### src/pkg/acv_pkg.sv
// What this block does
// - mux routes one of eight channels
// - sample: buffer amp stage, then direct stage
// - idle machines gate clocks; power bit kills all
// - binary search, 8 or 10 bit resolution
// - trigger channel resets to 7, selectable
// - trigger disabled: ignored; scan bit selects continuous
// - edge mode: one sequence per edge, polarity
// - level mode: convert while trigger active
// - extra edge during conversion sets overrun
// - trigger start latency up to three cycles
// - trigger channel results are meaningless
// - trigger enabled: control 5 writes start nothing
// - level mode toggle never sets overrun
// - level still active at end: restart immediately
// - pad feeds mux; buffer enabled per channel
// - stop mode halts conversion, resumes after
// - wait halts conversion when wait select set
// - power bit cleared aborts conversion
// - power bit resets to zero
// - sequence done interrupt with local enable
// - per-position done flags, control 5 clear wins
// - port reads pin if enabled or trigger channel with trigger enabled, else 1
package acv_pkg;
  // ---------------------------------------------------------------
  // register offsets
  // ---------------------------------------------------------------
  localparam logic [3:0] OFF_CTL1   = 4'h1;
  localparam logic [3:0] OFF_CTL2   = 4'h2;
  localparam logic [3:0] OFF_CTL3   = 4'h3;
  localparam logic [3:0] OFF_CTL5   = 4'h5;
  localparam logic [3:0] OFF_STAT0  = 4'h6;
  localparam logic [3:0] OFF_STAT1  = 4'h7;
  localparam logic [3:0] OFF_DIEN   = 4'h8;
  localparam logic [3:0] OFF_PORT   = 4'h9;
  localparam logic [3:0] OFF_RESH   = 4'hA;
  localparam logic [3:0] OFF_RESL   = 4'hB;
  localparam logic [3:0] OFF_RESIDX = 4'hC;
  // ---------------------------------------------------------------
  // field positions
  // ---------------------------------------------------------------
  localparam int CTL2_PU    = 7;
  localparam int CTL2_WAIT  = 6;
  localparam int CTL2_LEVEL = 4;
  localparam int CTL2_POL   = 3;
  localparam int CTL2_TEN   = 2;
  localparam int CTL2_IEN   = 1;
  localparam int CTL1_TCH   = 0;
  localparam int CTL3_LEN   = 0;
  localparam int CTL5_RES8  = 7;
  localparam int CTL5_SCAN  = 5;
  localparam int CTL5_CH    = 0;
  localparam int STAT0_DONE = 7;
  localparam int STAT0_OVR  = 5;
  // ---------------------------------------------------------------
  // reset values and timing
  // ---------------------------------------------------------------
  localparam logic [7:0] RST_CTL1 = 8'h07;
  localparam logic [7:0] RST_CTL2 = 8'h00;
  localparam logic [7:0] RST_CTL3 = 8'h07;
  localparam logic [7:0] RST_CTL5 = 8'h00;
  localparam logic [7:0] RST_DIEN = 8'h00;
  localparam logic [7:0] RST_PORT = 8'hFF;
  localparam logic [2:0] BUF_CYC  = 3'h2;
  localparam logic [2:0] FIN_CYC  = 3'h2;
  typedef enum {ACV_IDLE, ACV_BUF, ACV_FIN, ACV_CONV} acv_state_e;
  typedef struct packed {
    logic [3:0] addr;
    logic [7:0] wdata;
    logic       wr;
    logic       rd;
  } acv_bus_s;
  typedef struct packed {
    logic       mux_en;
    logic [2:0] mux_sel;
    logic       sh_clk_en;
    logic       amp_stage;
    logic       direct_stage;
    logic       sar_clk_en;
    logic [9:0] dac_code;
    logic       bias_en;
  } acv_analog_s;
endpackage : acv_pkg

### src/verilog/acv_ctrl.sv
// Implementation choices: the strobed register port and the register addresses.
`timescale 1ns/100ps
module acv_ctrl (
  input  wire logic             i_mclk,    // bus clock, 10 MHz
  input  wire logic             i_rst,     // async reset, active high
  input  wire acv_pkg::acv_bus_s i_bus,     // register port request
  output logic [7:0]            o_rdata,   // read data, cycle after read
  input  wire logic [7:0]       i_pin,     // pad levels of the channels
  input  wire logic             i_cmp,     // comparator: sample >= dac
  input  wire logic             i_stop,    // stop mode active
  input  wire logic             i_wait,    // wait mode active
  output acv_pkg::acv_analog_s  o_ana,     // analog steering
  output logic [7:0]            o_pad_ien, // per pad digital buffer on
  output logic                  o_irq      // sequence done request
);
  // ---------------------------------------------------------------
  // state
  // ---------------------------------------------------------------
  typedef struct packed {
    logic [7:0]         ctl1;
    logic [7:0]         ctl2;
    logic [7:0]         ctl3;
    logic [7:0]         ctl5;
    logic [7:0]         dien;
    logic [7:0]         port;
    logic [7:0]         pos_done;
    logic               done;
    logic               ovr;
    logic [7:0]         rdata;
    acv_pkg::acv_state_e st;
    logic [2:0]         cnt;
    logic [3:0]         bitn;
    logic [9:0]         sar;
    logic [2:0]         pos;
    logic [2:0]         idx;
    logic [7:0][9:0]    res;
    logic               trg_s1;
    logic               trg_s2;
    logic               trg_s3;
    acv_pkg::acv_analog_s ana;
    logic               irq;
  } acv_ctrl_s;

  acv_ctrl_s r;
  acv_ctrl_s next_r;

  function automatic logic [7:0] fld8(input logic [7:0] v, input int lo,
                                      input int w);
    fld8 = (v >> lo) & ((8'h01 << w) - 8'h01);
  endfunction : fld8

  function automatic logic [2:0] seqlen(input logic [7:0] c3);
    seqlen = 3'(fld8(c3, acv_pkg::CTL3_LEN, 3));
  endfunction : seqlen

  logic       wr_c5;
  logic       pu;
  logic       ten;
  logic       lvl;
  logic       pol;
  logic [2:0] tch;
  logic       halt;
  logic       trg_now;
  logic       trg_prev;
  logic       edge_hit;
  logic       lvl_act;
  logic       busy;
  logic       res8;
  logic [9:0] rv;

  always_comb begin
    next_r  = r;
    pu      = r.ctl2[acv_pkg::CTL2_PU];
    ten     = r.ctl2[acv_pkg::CTL2_TEN];
    lvl     = r.ctl2[acv_pkg::CTL2_LEVEL];
    pol     = r.ctl2[acv_pkg::CTL2_POL];
    tch     = 3'(fld8(r.ctl1, acv_pkg::CTL1_TCH, 3));
    res8    = r.ctl5[acv_pkg::CTL5_RES8];
    halt    = i_stop || (i_wait && r.ctl2[acv_pkg::CTL2_WAIT]);
    wr_c5   = i_bus.wr && i_bus.addr == acv_pkg::OFF_CTL5;
    busy    = r.st != acv_pkg::ACV_IDLE;
    rv      = 10'h000;
    // ---------------------------------------------------------------
    // trigger sync: s1 feeds s2 only
    // ---------------------------------------------------------------
    next_r.trg_s1 = i_pin[tch];
    next_r.trg_s2 = r.trg_s1;
    next_r.trg_s3 = r.trg_s2;
    trg_now  = r.trg_s2 ~^ pol;
    trg_prev = r.trg_s3 ~^ pol;
    edge_hit = ten && !lvl && trg_now && !trg_prev;
    lvl_act  = ten && lvl && trg_now;
    // ---------------------------------------------------------------
    // registers
    // ---------------------------------------------------------------
    if (i_bus.wr) begin
      case (i_bus.addr)
        acv_pkg::OFF_CTL1: next_r.ctl1 = i_bus.wdata;
        acv_pkg::OFF_CTL2: next_r.ctl2 = i_bus.wdata;
        acv_pkg::OFF_CTL3: next_r.ctl3 = i_bus.wdata;
        acv_pkg::OFF_CTL5: next_r.ctl5 = i_bus.wdata;
        acv_pkg::OFF_DIEN: next_r.dien = i_bus.wdata;
        acv_pkg::OFF_STAT0: begin
          if (i_bus.wdata[acv_pkg::STAT0_DONE]) next_r.done = 1'b0;
          if (i_bus.wdata[acv_pkg::STAT0_OVR]) next_r.ovr = 1'b0;
        end
        acv_pkg::OFF_RESIDX: next_r.idx = i_bus.wdata[2:0];
        default: ;
      endcase
    end
    for (int k = 0; k < 8; k++) begin
      next_r.port[k] = (r.dien[k] || (ten && tch == 3'(k))) ?
                       i_pin[k] : 1'b1;
    end
    // ---------------------------------------------------------------
    // sequencer
    // ---------------------------------------------------------------
    if (busy && edge_hit) next_r.ovr = 1'b1;
    case (r.st)
      acv_pkg::ACV_IDLE: begin
        if (pu && !halt && (edge_hit || lvl_act)) begin
          next_r.st  = acv_pkg::ACV_BUF;
          next_r.pos = 3'h0;
          next_r.cnt = 3'h0;
        end
      end
      acv_pkg::ACV_BUF: begin
        if (!halt) next_r.cnt = r.cnt + 3'h1;
        if (!halt && r.cnt == acv_pkg::BUF_CYC - 3'h1) begin
          next_r.st  = acv_pkg::ACV_FIN;
          next_r.cnt = 3'h0;
        end
      end
      acv_pkg::ACV_FIN: begin
        if (!halt) next_r.cnt = r.cnt + 3'h1;
        if (!halt && r.cnt == acv_pkg::FIN_CYC - 3'h1) begin
          next_r.st   = acv_pkg::ACV_CONV;
          next_r.bitn = res8 ? 4'h7 : 4'h9;
          next_r.sar  = res8 ? 10'h080 : 10'h200;
        end
      end
      acv_pkg::ACV_CONV: begin
        if (!halt) begin
          if (!i_cmp) next_r.sar[r.bitn] = 1'b0;
          if (r.bitn != 4'h0) begin
            next_r.bitn = r.bitn - 4'h1;
            next_r.sar[r.bitn - 4'h1] = 1'b1;
          end else begin
            rv = r.sar;
            if (!i_cmp) rv[0] = 1'b0;
            next_r.res[r.pos] = res8 ? {rv[7:0], 2'b00} : rv;
            next_r.pos_done[r.pos] = 1'b1;
            next_r.cnt = 3'h0;
            next_r.pos = r.pos + 3'h1;
            next_r.st  = acv_pkg::ACV_BUF;
            if (r.pos == seqlen(r.ctl3)) begin
              next_r.done = 1'b1;
              next_r.pos  = 3'h0;
              if (ten) begin
                if (!lvl_act) next_r.st = acv_pkg::ACV_IDLE;
              end else if (!r.ctl5[acv_pkg::CTL5_SCAN]) begin
                next_r.st = acv_pkg::ACV_IDLE;
              end
            end
          end
        end
      end
      default: next_r.st = acv_pkg::ACV_IDLE;
    endcase
    if (wr_c5) begin
      next_r.pos_done = 8'h00;
      next_r.done = 1'b0;
      if (!ten && pu) begin
        next_r.st  = acv_pkg::ACV_BUF;
        next_r.pos = 3'h0;
        next_r.cnt = 3'h0;
      end
    end
    if (!pu || (i_bus.wr && i_bus.addr == acv_pkg::OFF_CTL2 &&
        !i_bus.wdata[acv_pkg::CTL2_PU])) begin
      next_r.st = acv_pkg::ACV_IDLE;
    end
    // ---------------------------------------------------------------
    // read port
    // ---------------------------------------------------------------
    next_r.rdata = 8'h00;
    if (i_bus.rd) begin
      case (i_bus.addr)
        acv_pkg::OFF_CTL1:  next_r.rdata = r.ctl1;
        acv_pkg::OFF_CTL2:  next_r.rdata = r.ctl2;
        acv_pkg::OFF_CTL3:  next_r.rdata = r.ctl3;
        acv_pkg::OFF_CTL5:  next_r.rdata = r.ctl5;
        acv_pkg::OFF_STAT0: next_r.rdata = {r.done, 1'b0, r.ovr, 2'b00,
                                            r.pos};
        acv_pkg::OFF_STAT1: next_r.rdata = r.pos_done;
        acv_pkg::OFF_DIEN:  next_r.rdata = r.dien;
        acv_pkg::OFF_PORT:  next_r.rdata = r.port;
        // trigger channel result kept but meaningless while triggering
        acv_pkg::OFF_RESH:  next_r.rdata = r.res[r.idx][9:2];
        acv_pkg::OFF_RESL:  next_r.rdata = {r.res[r.idx][1:0], 6'h00};
        acv_pkg::OFF_RESIDX: next_r.rdata = {5'h00, r.idx};
        default:            next_r.rdata = 8'h00;
      endcase
    end
    // ---------------------------------------------------------------
    // analog steering and clock gating
    // ---------------------------------------------------------------
    next_r.ana.bias_en      = next_r.ctl2[acv_pkg::CTL2_PU];
    next_r.ana.mux_en       = next_r.st != acv_pkg::ACV_IDLE;
    next_r.ana.mux_sel      = 3'(fld8(next_r.ctl5, acv_pkg::CTL5_CH, 3))
                              + next_r.pos;
    next_r.ana.amp_stage    = next_r.st == acv_pkg::ACV_BUF;
    next_r.ana.direct_stage = next_r.st == acv_pkg::ACV_FIN;
    next_r.ana.sh_clk_en    = (next_r.ana.amp_stage ||
                               next_r.ana.direct_stage) && !halt;
    next_r.ana.sar_clk_en   = next_r.st == acv_pkg::ACV_CONV && !halt;
    // 8-bit search drives the top eight DAC bits, spanning the full-scale range
    next_r.ana.dac_code     = next_r.ctl5[acv_pkg::CTL5_RES8] ?
                              {next_r.sar[7:0], 2'b00} : next_r.sar;
    next_r.irq = (next_r.done && next_r.ctl2[acv_pkg::CTL2_IEN]);
  end

  always_ff @(posedge i_mclk or posedge i_rst) begin
    if (i_rst) begin
      r      <= '0;
      r.ctl1 <= acv_pkg::RST_CTL1;
      r.ctl2 <= acv_pkg::RST_CTL2;
      r.ctl3 <= acv_pkg::RST_CTL3;
      r.ctl5 <= acv_pkg::RST_CTL5;
      r.dien <= acv_pkg::RST_DIEN;
      r.port <= acv_pkg::RST_PORT;
      r.st   <= acv_pkg::ACV_IDLE;
    end else begin
      r <= next_r;
    end
  end

  assign o_rdata   = r.rdata;
  assign o_ana     = r.ana;
  assign o_pad_ien = r.dien;
  assign o_irq     = r.irq;
endmodule : acv_ctrl

### config.mk
export PLATFORM = sky130hd
export DESIGN_NAME = acv_ctrl
export DESIGN_NICKNAME = d
export VERILOG_FILES = /design/src/pkg/acv_pkg.sv /design/src/verilog/acv_ctrl.sv
export SDC_FILE = /design/constraint.sdc
export NUM_CORES = 1
export LEC_CHECK = 0
export BUFFER_PORTS_ARGS = -buffer_cell sky130_fd_sc_hd__buf_4
export CORE_MARGIN = 8
export CORE_UTILIZATION = 50
export CTS_BUF_LIST = sky130_fd_sc_hd__clkbuf_8
export DETAILED_ROUTE_END_ITERATION = 10
export GPL_TIMING_DRIVEN = 0
export PLACE_DENSITY = 0.68
export SLEW_MARGIN = 20
export SYNTH_ARGS = -nofsm -noshare
export SYNTH_HDL_FRONTEND = slang
export SYNTH_SLANG_ARGS = --single-unit
### constraint.sdc
create_clock -name i_mclk -period 11.21 [get_ports i_mclk]
set_input_delay 0.5605 -clock i_mclk [delete_from_list [all_inputs] [get_ports i_mclk]]
set_output_delay 0.5605 -clock i_mclk [all_outputs]
set_load 0.01 [all_outputs]
# After elaboration in Yosys (flattened, before gate mapping)
# Index checks and enable logic that the tools add are counted.
# W data, S select, Z words.
op_classes:
  reduce_logical: 66
  add_sub_neg: 4
  n_eq_ne: 31
  mux: 73
  n_bitwise: 8
  order_cmp: 8
ops:
  columns: ["cell", "n"]
  rows:
  - ["$mux W35", 5]
  - ["$mux W32", 5]
  - ["$pmux W32 S4", 1]
  - ["$eq A32 B2 Y1 const B", 3]
  - ["$pmux W8 S11", 1]
  - ["$bwmux W80", 1]
  - ["$mux W10", 8]
  - ["$eq A32 B3 Y1 const B", 2]
  - ["$reduce_bool A32 Y1", 2]
  - ["$mux W52", 1]
  - ["$mux W8", 5]
  - ["$mux W9", 4]
  - ["$eq A32 B1 Y1 const B", 1]
  - ["$logic_not A32 Y1", 1]
  - ["$bmux W10 S3", 1]
  - ["$demux W10 S3", 1]
  - ["$logic_and A1 B1 Y1", 28]
  - ["$mux W14", 2]
  - ["$pmux W14 S2", 1]
  - ["$mux W1", 22]
  - ["$eq A4 B4 Y1 const B", 5]
  - ["$mux W3", 6]
  - ["$eq A3 B3 Y1 const B", 4]
  - ["$eq A4 B3 Y1 const B", 3]
  - ["34 further kinds", 77]
word_totals:
  elab_cells: 228
  input_bits: 27
  register_bits: 224
  out_inout_bits: 36

# Longest topological paths before layout
# Gate-level depths: netlist of the first run.
depth:
  depth_word: 19
  depth_mapped: 12

# Worst setup path after synthesis of the first run
# OpenSTA, ideal clock, no wires.
synth_timing:
  kind: "input-to-reg"
  from: "in i_bus[13] (netlist bit)"
  to: "reg r (netlist bit o_ana[17])"
  arrival_time_ps: 2788
  setup_slack_ps: 8342
  setup_ps: 80
  n_path_buf: 2
  cell_stages: 10
  t_required_ps: 11130
  cell_sequence: "clkbuf_1 -> or3b_2 -> nor2_1 -> and3_1 -> clkbuf_1 -> nor2_1 -> ha_1 -> fa_1 -> xnor2_1 -> xnor2_1"
synth_rtl:
  columns: ["item", "line", "source"]
  rows:
  - ["start: declaration", "acv_ctrl.sv:6", "input wire acv_pkg::acv_bus_s i_bus,"]
  - ["end signal: assignment", "acv_ctrl.sv:234", "r <= next_r;"]
  - ["end: declaration", "acv_ctrl.sv:44", "acv_ctrl_s r;"]

==> qor.txt, run 1 <==
outcome - finished, final reports clean
Setup Buffers After CTS - 0
H-tree depth - 2
vias in the first global route - 7278
Psw - 0.509 mW
Core Area - 20300 um^2
Avg Inst Size Synth - 12.3 um^2
Sw Share - 26.5%
slew margin rel. - 30.4%
worst hold path class - input port to asynchronous set/reset pin
chip height - 160 um
Netlist Area Pre-Place - 10400 um^2
P_leak - 5.66 nW
clock slew at reported path FFs - 60 ps
Multi-input gate area - 4390 um^2
layout cell share with drive strength beyond 1 - 34.1%
pwr dens - 159 nW/um^2
Critical Path RT - 11620 ps
# setup viols final - 0
Post-synth top flop - dfrtp_1
area delta synth->final - 16.4%
Clk pwr share - 37.4%
DP HPWL - 17300 um
final wirelength - 24900 um
Placer Congestion - 0.918
final cell count without fillers - 1274
Post-synth EDFFs - 0
count of nets after finishing - 1010
Comb power frac - 14.5%
RSZ-0062 raised after global routing - no
CTS buffer count - 37
FF/Latch Area - 5600 um^2
# diodes - 0
drt wl/cell - 19.5 um
Starting DRT DRC Count - 480
initial antenna violation count - 0
cell-internal power - 1.41 mW
post-route cell area - 12100 um^2
# hold bufs at CTS - 0
Worst R2R Start - r[136]
actual slew at the worst max-slew pin - 1030 ps
CTS tree - yes
sequential cell area fraction in the yosys report - 53.8%
Detail Route Antenna Nets - 0
Ys Warns - 0
synthesized flop and latch total - 223
Worst-Skew Late Latency - 530 ps
CTS Sinks - 223
Max Clock Skew - 23.5 ps
post-synth cell types - 74
die area - 25700 um^2
via count - 7178
asr flop ratio synth - 100%
final cycle utilization of the critical path - 30.4%
clock buffer depth - 3
R2R depth - 11
Final Hold Fails - 0
Cells after Synth - 849
Cell Rows - 52
drt first pass iters - 4
Arrival @ worst endpoint - 3820 ps
effective utilization at floorplan - 51.2%
Reg2Reg Setup Slack - 7800 ps
root buffer cell - clkbuf_8
Die X-Extent - 160 um
CTS resizes - 0
Seq pwr share - 48.1%
Crit Path Max Fanout - 10
CP Class - flop to flop
DR DRC count - 0
Worst Path Buf+Inv - 1
crit path launch type - flop
CP endpoint kind - flop
RR Endpoint - o_ana[17]
final slew viol count - 0
worst vdd ir - 0.000113 V
dpl cell area - 11400 um^2
layout filler cell count - 1745
Final Critical Period - 3410 ps
first-pass GRT wire length - 40200 um
Crit. Startpoint - r[136]
dpl cells - 1209
pin count of the biggest net entering global routing - 107
setup TNS - 0 ps
I/O pin count - 63
worst-path cell chain - nor4_1 -> nand4_1 -> clkbuf_1 -> nor2_1 -> nand2_1 -> a21oi_1 -> nor2_1 -> ha_1 -> fa_1 -> xnor2_1 -> xnor2_1
CP top delay family - simple AND/OR/NAND/NOR gates
fmax - 293 MHz
Buffers on Ports - 59
Max Cap Viol - 0
gr ovfl total - 0
DR vias/cell - 5.63
crit-path max cell delay - 530 ps
GRT Total Usage - 19.6%
Slowest-stage cell, CP - nor2_1
power by group through the flow:
stage | combinational [mW] | clock [mW] | sequential, mW
floorplan | 0.194 | 0 | 0.917
global placement | 0.273 | 0 | 0.938
detailed placement | 0.279 | 0 | 0.938
CTS | 0.281 | 0.737 | 0.925
global route | 0.304 | 0.772 | 0.932
finish | 0.278 | 0.719 | 0.925
synthesized netlist by cell type, drive strengths merged (17+ instances only):
cell type,number,area (um^2)
a21oi,27,143
nor2,45,169
dfrtp,209,5230
nand2,62,235
buf,48,340
mux2,128,1440
inv,20,75.1
clkbuf,29,109
mux2i,17,170
mux4,24,541
o21ai,31,155
flip-flops by register name, indices dropped and copies added (netlist names):
| signal | cells |
|---|---|
| pol | 1 |
| o_pad_ien | 8 |
| o_rdata | 8 |
| o_ana | 18 |
| next_r | 2 |
| o_irq | 1 |
| lvl | 1 |
| r | 183 |
| pu | 1 |
final cells by class:
cell class | instances | share of cell area, %
buffer | 77 | 3.71
clock buffer | 48 | 5.46
clock inverter | 17 | 0.785
inverter | 20 | 0.682
multi-input combinational | 558 | 36.2
sequential | 223 | 46.2
tap | 270 | 2.79
timing repair buffer | 61 | 4.11
layout by cell type, fill, tap and decap left out, drive strengths merged, types with 13 or more instances in the layout:
cell type	n
conb	30
mux2	128
nand3	16
clkbuf	77
inv	32
dfrtp	209
mux2i	17
nand2	62
a21oi	27
buf	109
nor2b	13
o21ai	31
dfstp	14
nor2	45
nor4	15
nor3	16
mux4	24
metal layers:
metal / share of wire (%) / routed length (um) / up-vias / track usage [%]
li1: - / - / 3287 / -
met1: 45 / 11200 / 3599 / 26.6
met2: 46 / 11500 / 229 / 30.6
met3: 5.3 / 1320 / 63 / 3.57
met4: 3.2 / 794 / 0 / 7.77
met5: 0 / 0 / - / 0
cell families after synthesis:
| logic type | count (synthesis) | share of synthesized area, % |
|---|---|---|
| buf+inv | 97 | 5.04 |
| other cells | 1 | 0.0361 |
| simple gates | 219 | 11.0 |
| mux | 169 | 20.7 |
| xor+xnor | 5 | 0.421 |
| flops | 223 | 53.8 |
| fa+ha+maj | 5 | 0.674 |
| compound gates | 130 | 8.32 |
worst max path at each step:
stage,cells past startpoint,endpoint
floorplan,1,lvl
global placement,2,o_pad_ien[5]
detailed placement,11,o_ana[17]
CTS,11,o_ana[17]
global route,11,o_ana[17]
finish,11,o_ana[17]
metrics by stage:
stage / hold WS (ps) / utilization [%] / total power, mW / setup slack (ps)
after detailed placement: 380 / 55.9 / 1.22 / 7850
final: 38.2 / 59.7 / 1.92 / 7800
after global placement: 395 / 55.6 / 1.21 / 2180
after global routing: 50.9 / 59.7 / 2.01 / 7420
after CTS: 24.0 / 59.7 / 1.94 / 7830
after floorplan: 331 / - / 1.11 / 4570
Note: power is estimated with default switching activity, not from simulation.
==> inputs of run 2 (changes only) <==
- clock period: 11.21 -> 3.3 ns (I/O delays scaled with it)
==> run 2 against run 1 <==
Against the previous run: combinational power grew to 3.5 times the previous value; clock-buffer cell count grew 1; die area is the same; register-to-register slack lost 7600 ps; final area grew 2.4%; sequential share of layout area shrank 1.1 points; first-iteration DRC count shrank 5.0%; power grew to 3.4 times the previous value; highest routed layer unchanged.
==> qor.txt, run 2 (same netlist as run 1, synthesis figures left out) <==
Cell Rows - 52
Worst-Skew Late Latency - 540 ps
crit path launch type - flop
CP Class - flop to flop
clock buffer depth - 3
Multi-input gate area - 4400 um^2
layout filler cell count - 1689
Seq pwr share - 47.7%
worst hold path class - input port to flop
DR vias/cell - 5.57
Crit. Startpoint - r[119]
Comb power frac - 14.9%
cell-internal power - 4.85 mW
Max Cap Viol - 0
Final Critical Period - 3080 ps
CTS buffer count - 37
final wirelength - 25200 um
drt first pass iters - 6
FF/Latch Area - 5600 um^2
CTS tree - yes
Buffers on Ports - 59
pin count of the biggest net entering global routing - 35
DP HPWL - 17700 um
CP endpoint kind - flop
RSZ-0062 raised after global routing - no
# setup viols final - 0
most frequent cells in the layout - dfrtp_1, mux2_2, buf_4
max reg flops - 183
fmax - 325 MHz
Crit Path Max Fanout - 8
Die X-Extent - 160 um
H-tree depth - 2
CP top delay family - simple AND/OR/NAND/NOR gates
Psw - 1.74 mW
Starting DRT DRC Count - 456
Arrival @ worst endpoint - 3510 ps
worst-path cell chain - or4_4 -> or2_1 -> buf_6 -> o22ai_1 -> nand2_1 -> a21oi_1 -> nor2_1 -> ha_1 -> fa_1 -> xnor2_1 -> xnor2_1
I/O pin count - 63
# diodes - 0
Critical Path RT - 3740 ps
largest register by flop count - r
pwr dens - 531 nW/um^2
Max Clock Skew - 31.9 ps
chip height - 160 um
first-pass GRT wire length - 40600 um
Placer Congestion - 0.918
HP Start - i_bus[9]
CTS Sinks - 223
worst hold slack - 50.7 ps
root buffer cell - clkbuf_8
clock slew at reported path FFs - 70 ps
initial antenna violation count - 0
commonest non-fill, non-tap cell in the layout - dfrtp_1
area delta synth->final - 19.2%
Total Power - 6.59 mW
Slowest-stage cell, CP - or4_4
die area - 25700 um^2
effective utilization at floorplan - 51.2%
Worst Path Buf+Inv - 1
DR DRC count - 0
GRT Total Usage - 19.8%
final cycle utilization of the critical path - 93.2%
Worst R2R Start - r[119]
final slew viol count - 0
Clk pwr share - 37.4%
P_leak - 5.77 nW
Sw Share - 26.4%
gr ovfl total - 0
Final Hold Fails - 0
worst vdd ir - 0.000288 V
vias in the first global route - 7471
actual slew at the worst max-slew pin - 1030 ps
outcome - finished, final reports clean
drt wl/cell - 19.4 um
most used cell, CP - xnor2_1
Detail Route Antenna Nets - 0
Core Area - 20300 um^2
slew margin rel. - 30.1%
layout cell share with drive strength beyond 1 - 34.4%
crit-path max cell delay - 600 ps
via count - 7224
count of nets after finishing - 1033
-- run 2: area by class of cell --
type                       count  share of cell area [%]
clock inverter                17                   0.827
tap                          270                    2.72
buffer                        77                    3.63
sequential                   223                    45.1
multi-input combinational    558                    35.4
clock buffer                  49                    5.44
inverter                      20                   0.636
timing repair buffer          84                    6.17
-- run 2: tightest hold or removal path, cell delays in order --
cell,delay [ps]
buf_4,100
inv_1,110
o21ai_0,170
-- run 2: metrics by stage --
| step | setup WS [ps] | instances | setup TNS (ps) | utilization (%) | area, um^2 |
|---|---|---|---|---|---|
| 3_3_place_gp | -1080 | 1207 | -222250 | 55.6 | 11300 |
| 4_1_cts | 124 | 1296 | 0 | 61.0 | 12400 |
| 3_5_place_dp | -16.8 | 1214 | -16.8 | 56.4 | 11400 |
| 2_1_floorplan | 236 | 878 | 0 | - | 10500 |
| 6_report | 224 | 1298 | 0 | 61.1 | 12400 |
| 5_1_grt | 13.2 | 1298 | 0 | 61.1 | 12400 |
-- run 2: timing repair --
item	4_1_cts	5_1_grt
endpoints found under the hold margin	68	0
hold buffers	16	0
endpoints found under the setup margin	1	2
buffers inserted	0	2
resized for setup	1	3
pin swaps	0	1
-- run 2: worst paths after layout --
path | to | slack (ps) | depth (start not counted)
max | o_ana[17] | 220 | 11
min | r[223] | 50 | 3
max reg2reg | o_ana[17] | 220 | 11
min reg2reg | r[20] | 410 | 0
max in group asynchronous | r[100] | 2080 | 6
min in group asynchronous | r[143] | 250 | 3
-- run 2: metal layers --
layer	vias up	global-route usage [%]	wire (um)
met3	61	4.22	1530
met1	3610	26.4	11000
met4	0	8.45	850
met5	-	0	0
met2	243	30.9	11800
li1	3310	-	-
-- run 2: power groups by stage --
stage | registers, mW | logic, mW | clock network (mW)
2_1_floorplan | 3.12 | 0.661 | 0
3_3_place_gp | 3.19 | 0.931 | 0
3_5_place_dp | 3.19 | 0.971 | 0
4_1_cts | 3.14 | 0.989 | 2.54
5_1_grt | 3.17 | 1.07 | 2.65
6_report | 3.14 | 0.979 | 2.47
==> inputs of run 3 (changes only) <==
- CELL_PAD_IN_SITES_DETAIL_PLACEMENT: default -> 1
- CELL_PAD_IN_SITES_GLOBAL_PLACEMENT: default -> 2
- CORE_UTILIZATION: 50 -> 47
- PLACE_DENSITY: 0.68 -> default
- PLACE_DENSITY_LB_ADDON: default -> 0.1
- clock period: 3.3 -> 3.9 ns (I/O delays scaled with it)
==> run 3 against run 2 <==
Against the previous run: sequential cell count is the same; register-to-register slack gained 80 ps; sequential power shrank 15%; clock-buffer cell count shrank 1; global-route usage grew 2.2 points; combinational power shrank 13%; critical path depth is the same; sequential share of layout area shrank 0.13 points; clock skew shrank 8.1 ps; worst hold slack gained 39 ps; worst setup slack gained 76 ps; largest cell class unchanged.
==> qor.txt, run 3 (same netlist as run 1, synthesis figures left out) <==
crit path launch type - flop
CP endpoint kind - flop
Worst Hold Depth - 3
I/O pin count - 63
RSZ-0062 raised after global routing - no
final wirelength - 28600 um
commonest non-fill, non-tap cell in the layout - dfrtp_1
post-route cell area - 12400 um^2
via count - 7402
largest register by flop count - r
final cell count without fillers - 1311
worst-path cell chain - nor4_1 -> nand4_1 -> clkbuf_1 -> nor2_1 -> nand2_1 -> a21oi_1 -> nor2_1 -> ha_1 -> fa_1 -> xnor2_1 -> xnor2_1
die area - 27100 um^2
CTS tree - yes
Worst Path Buf+Inv - 1
layout cell share with drive strength beyond 1 - 34.1%
Worst-Skew Late Latency - 530 ps
DR vias/cell - 5.65
CTS buffer count - 40
first-pass GRT wire length - 46500 um
P_leak - 5.80 nW
Buffers on Ports - 59
Core Area - 21800 um^2
critical path depth in cells - 11
CTS Sinks - 223
# diodes - 0
GRT Total Usage - 22.1%
CP top delay family - simple AND/OR/NAND/NOR gates
dpl cells - 1225
Crit Path Max Fanout - 10
worst hold slack - 90.0 ps
root buffer cell - clkbuf_8
effective utilization at floorplan - 47.8%
Critical Path RT - 4330 ps
most frequent cells in the layout - dfrtp_1, mux2_2, buf_4
slew margin rel. - 30.4%
count of nets after finishing - 1035
actual slew at the worst max-slew pin - 1020 ps
Die X-Extent - 165 um
initial antenna violation count - 0
pin count of the biggest net entering global routing - 36
DP HPWL - 20300 um
CP Class - flop to flop
worst hold path class - input port to flop
gr ovfl total - 0
pwr dens - 453 nW/um^2
Max Cap Viol - 0
H-tree depth - 2
final cycle utilization of the critical path - 92.3%
drt wl/cell - 21.8 um
clock slew at reported path FFs - 60 ps
outcome - finished, final reports clean
fmax - 278 MHz
Max Clock Skew - 23.9 ps
DR DRC count - 0
final slew viol count - 0
drt first pass iters - 5
Final Hold Fails - 0
Final Critical Period - 3600 ps
area delta synth->final - 19.6%
layout filler cell count - 2297
worst vdd ir - 0.000263 V
# setup viols final - 0
Arrival @ worst endpoint - 4030 ps
chip height - 165 um
vias in the first global route - 8233
Placer Congestion - 0.873
clock buffer depth - 3
CTS resizes - 0
Starting DRT DRC Count - 385
dpl cell area - 11500 um^2
Detail Route Antenna Nets - 0
Slowest-stage cell, CP - nor2_1
crit-path max cell delay - 550 ps
max reg flops - 183
Cell Rows - 54
R2R depth - 11
==> run 3: cell count changes in the layout (fill, tap and decap cells not counted), sizes merged <==
cell / previous run / this run
buf: 116 / 115
inv: 29 / 34
clkinvlp: 3 / 1
clkinv: 4 / 6
clkbuf: 78 / 77
==> run 3: per-layer routing <==
layer  track usage (%)  vias to the layer above  part of all wire [%]
met1              28.9                     3825                    43
met2              36.3                      200                    49
met4              7.99                        0                   2.9
met3              3.86                       57                   5.1
li1                  -                     3320                     -
met5                 0                        -                     0
==> run 3: worst min-delay path, cell delays in order <==
cell	delay (ps)
buf_4	120
o311ai_2	190
a31oi_1	60
==> run 3: timing repair <==
action,CTS,global route
buffers inserted,0,0
hold buffers,16,0
endpoints found under the hold margin,113,0
==> run 3: per-stage QoR <==
| step | utilization (%) | setup WS, ps | total power, mW | setup TNS (ps) |
|---|---|---|---|---|
| 5_1_grt | 57.2 | 19.2 | 5.91 | 0 |
| 3_5_place_dp | 52.8 | 331 | 3.54 | 0 |
| 3_3_place_gp | 52.0 | -277 | 3.49 | -53380 |
| 4_1_cts | 57.1 | 313 | 5.72 | 0 |
| 2_1_floorplan | - | 806 | 3.20 | 0 |
| 6_report | 57.2 | 301 | 5.63 | 0 |
==> run 3: power breakdown <==
part	leakage, nW	switching, mW	internal [mW]	total [mW]
sequential	2.87	0.143	2.52	2.66
clock	0.462	0.944	1.18	2.12
combinational	2.47	0.447	0.403	0.851
total	5.80	1.53	4.10	5.63
==> run 3: cell type report <==
class,count,area [um^2],area share [%]
sequential,223,5600,45.0
multi-input combinational,558,4400,35.3
timing repair buffer,83,786,6.32
clock buffer,48,661,5.31
buffer,77,449,3.61
tap,280,350,2.82
clock inverter,22,121,0.976
inverter,20,78.8,0.634
==> run 3: final timing paths <==
kind                             from         end  slack, ps
min in group asynchronous       i_rst   o_ana[17]        200
setup / recovery               r[136]   o_ana[17]        300
hold reg to reg            next_r[20]       r[20]        400
setup reg to reg               r[136]   o_ana[17]        300
max in group asynchronous       i_rst       r[49]       2380
hold / removal               i_bus[0]  o_rdata[3]         90
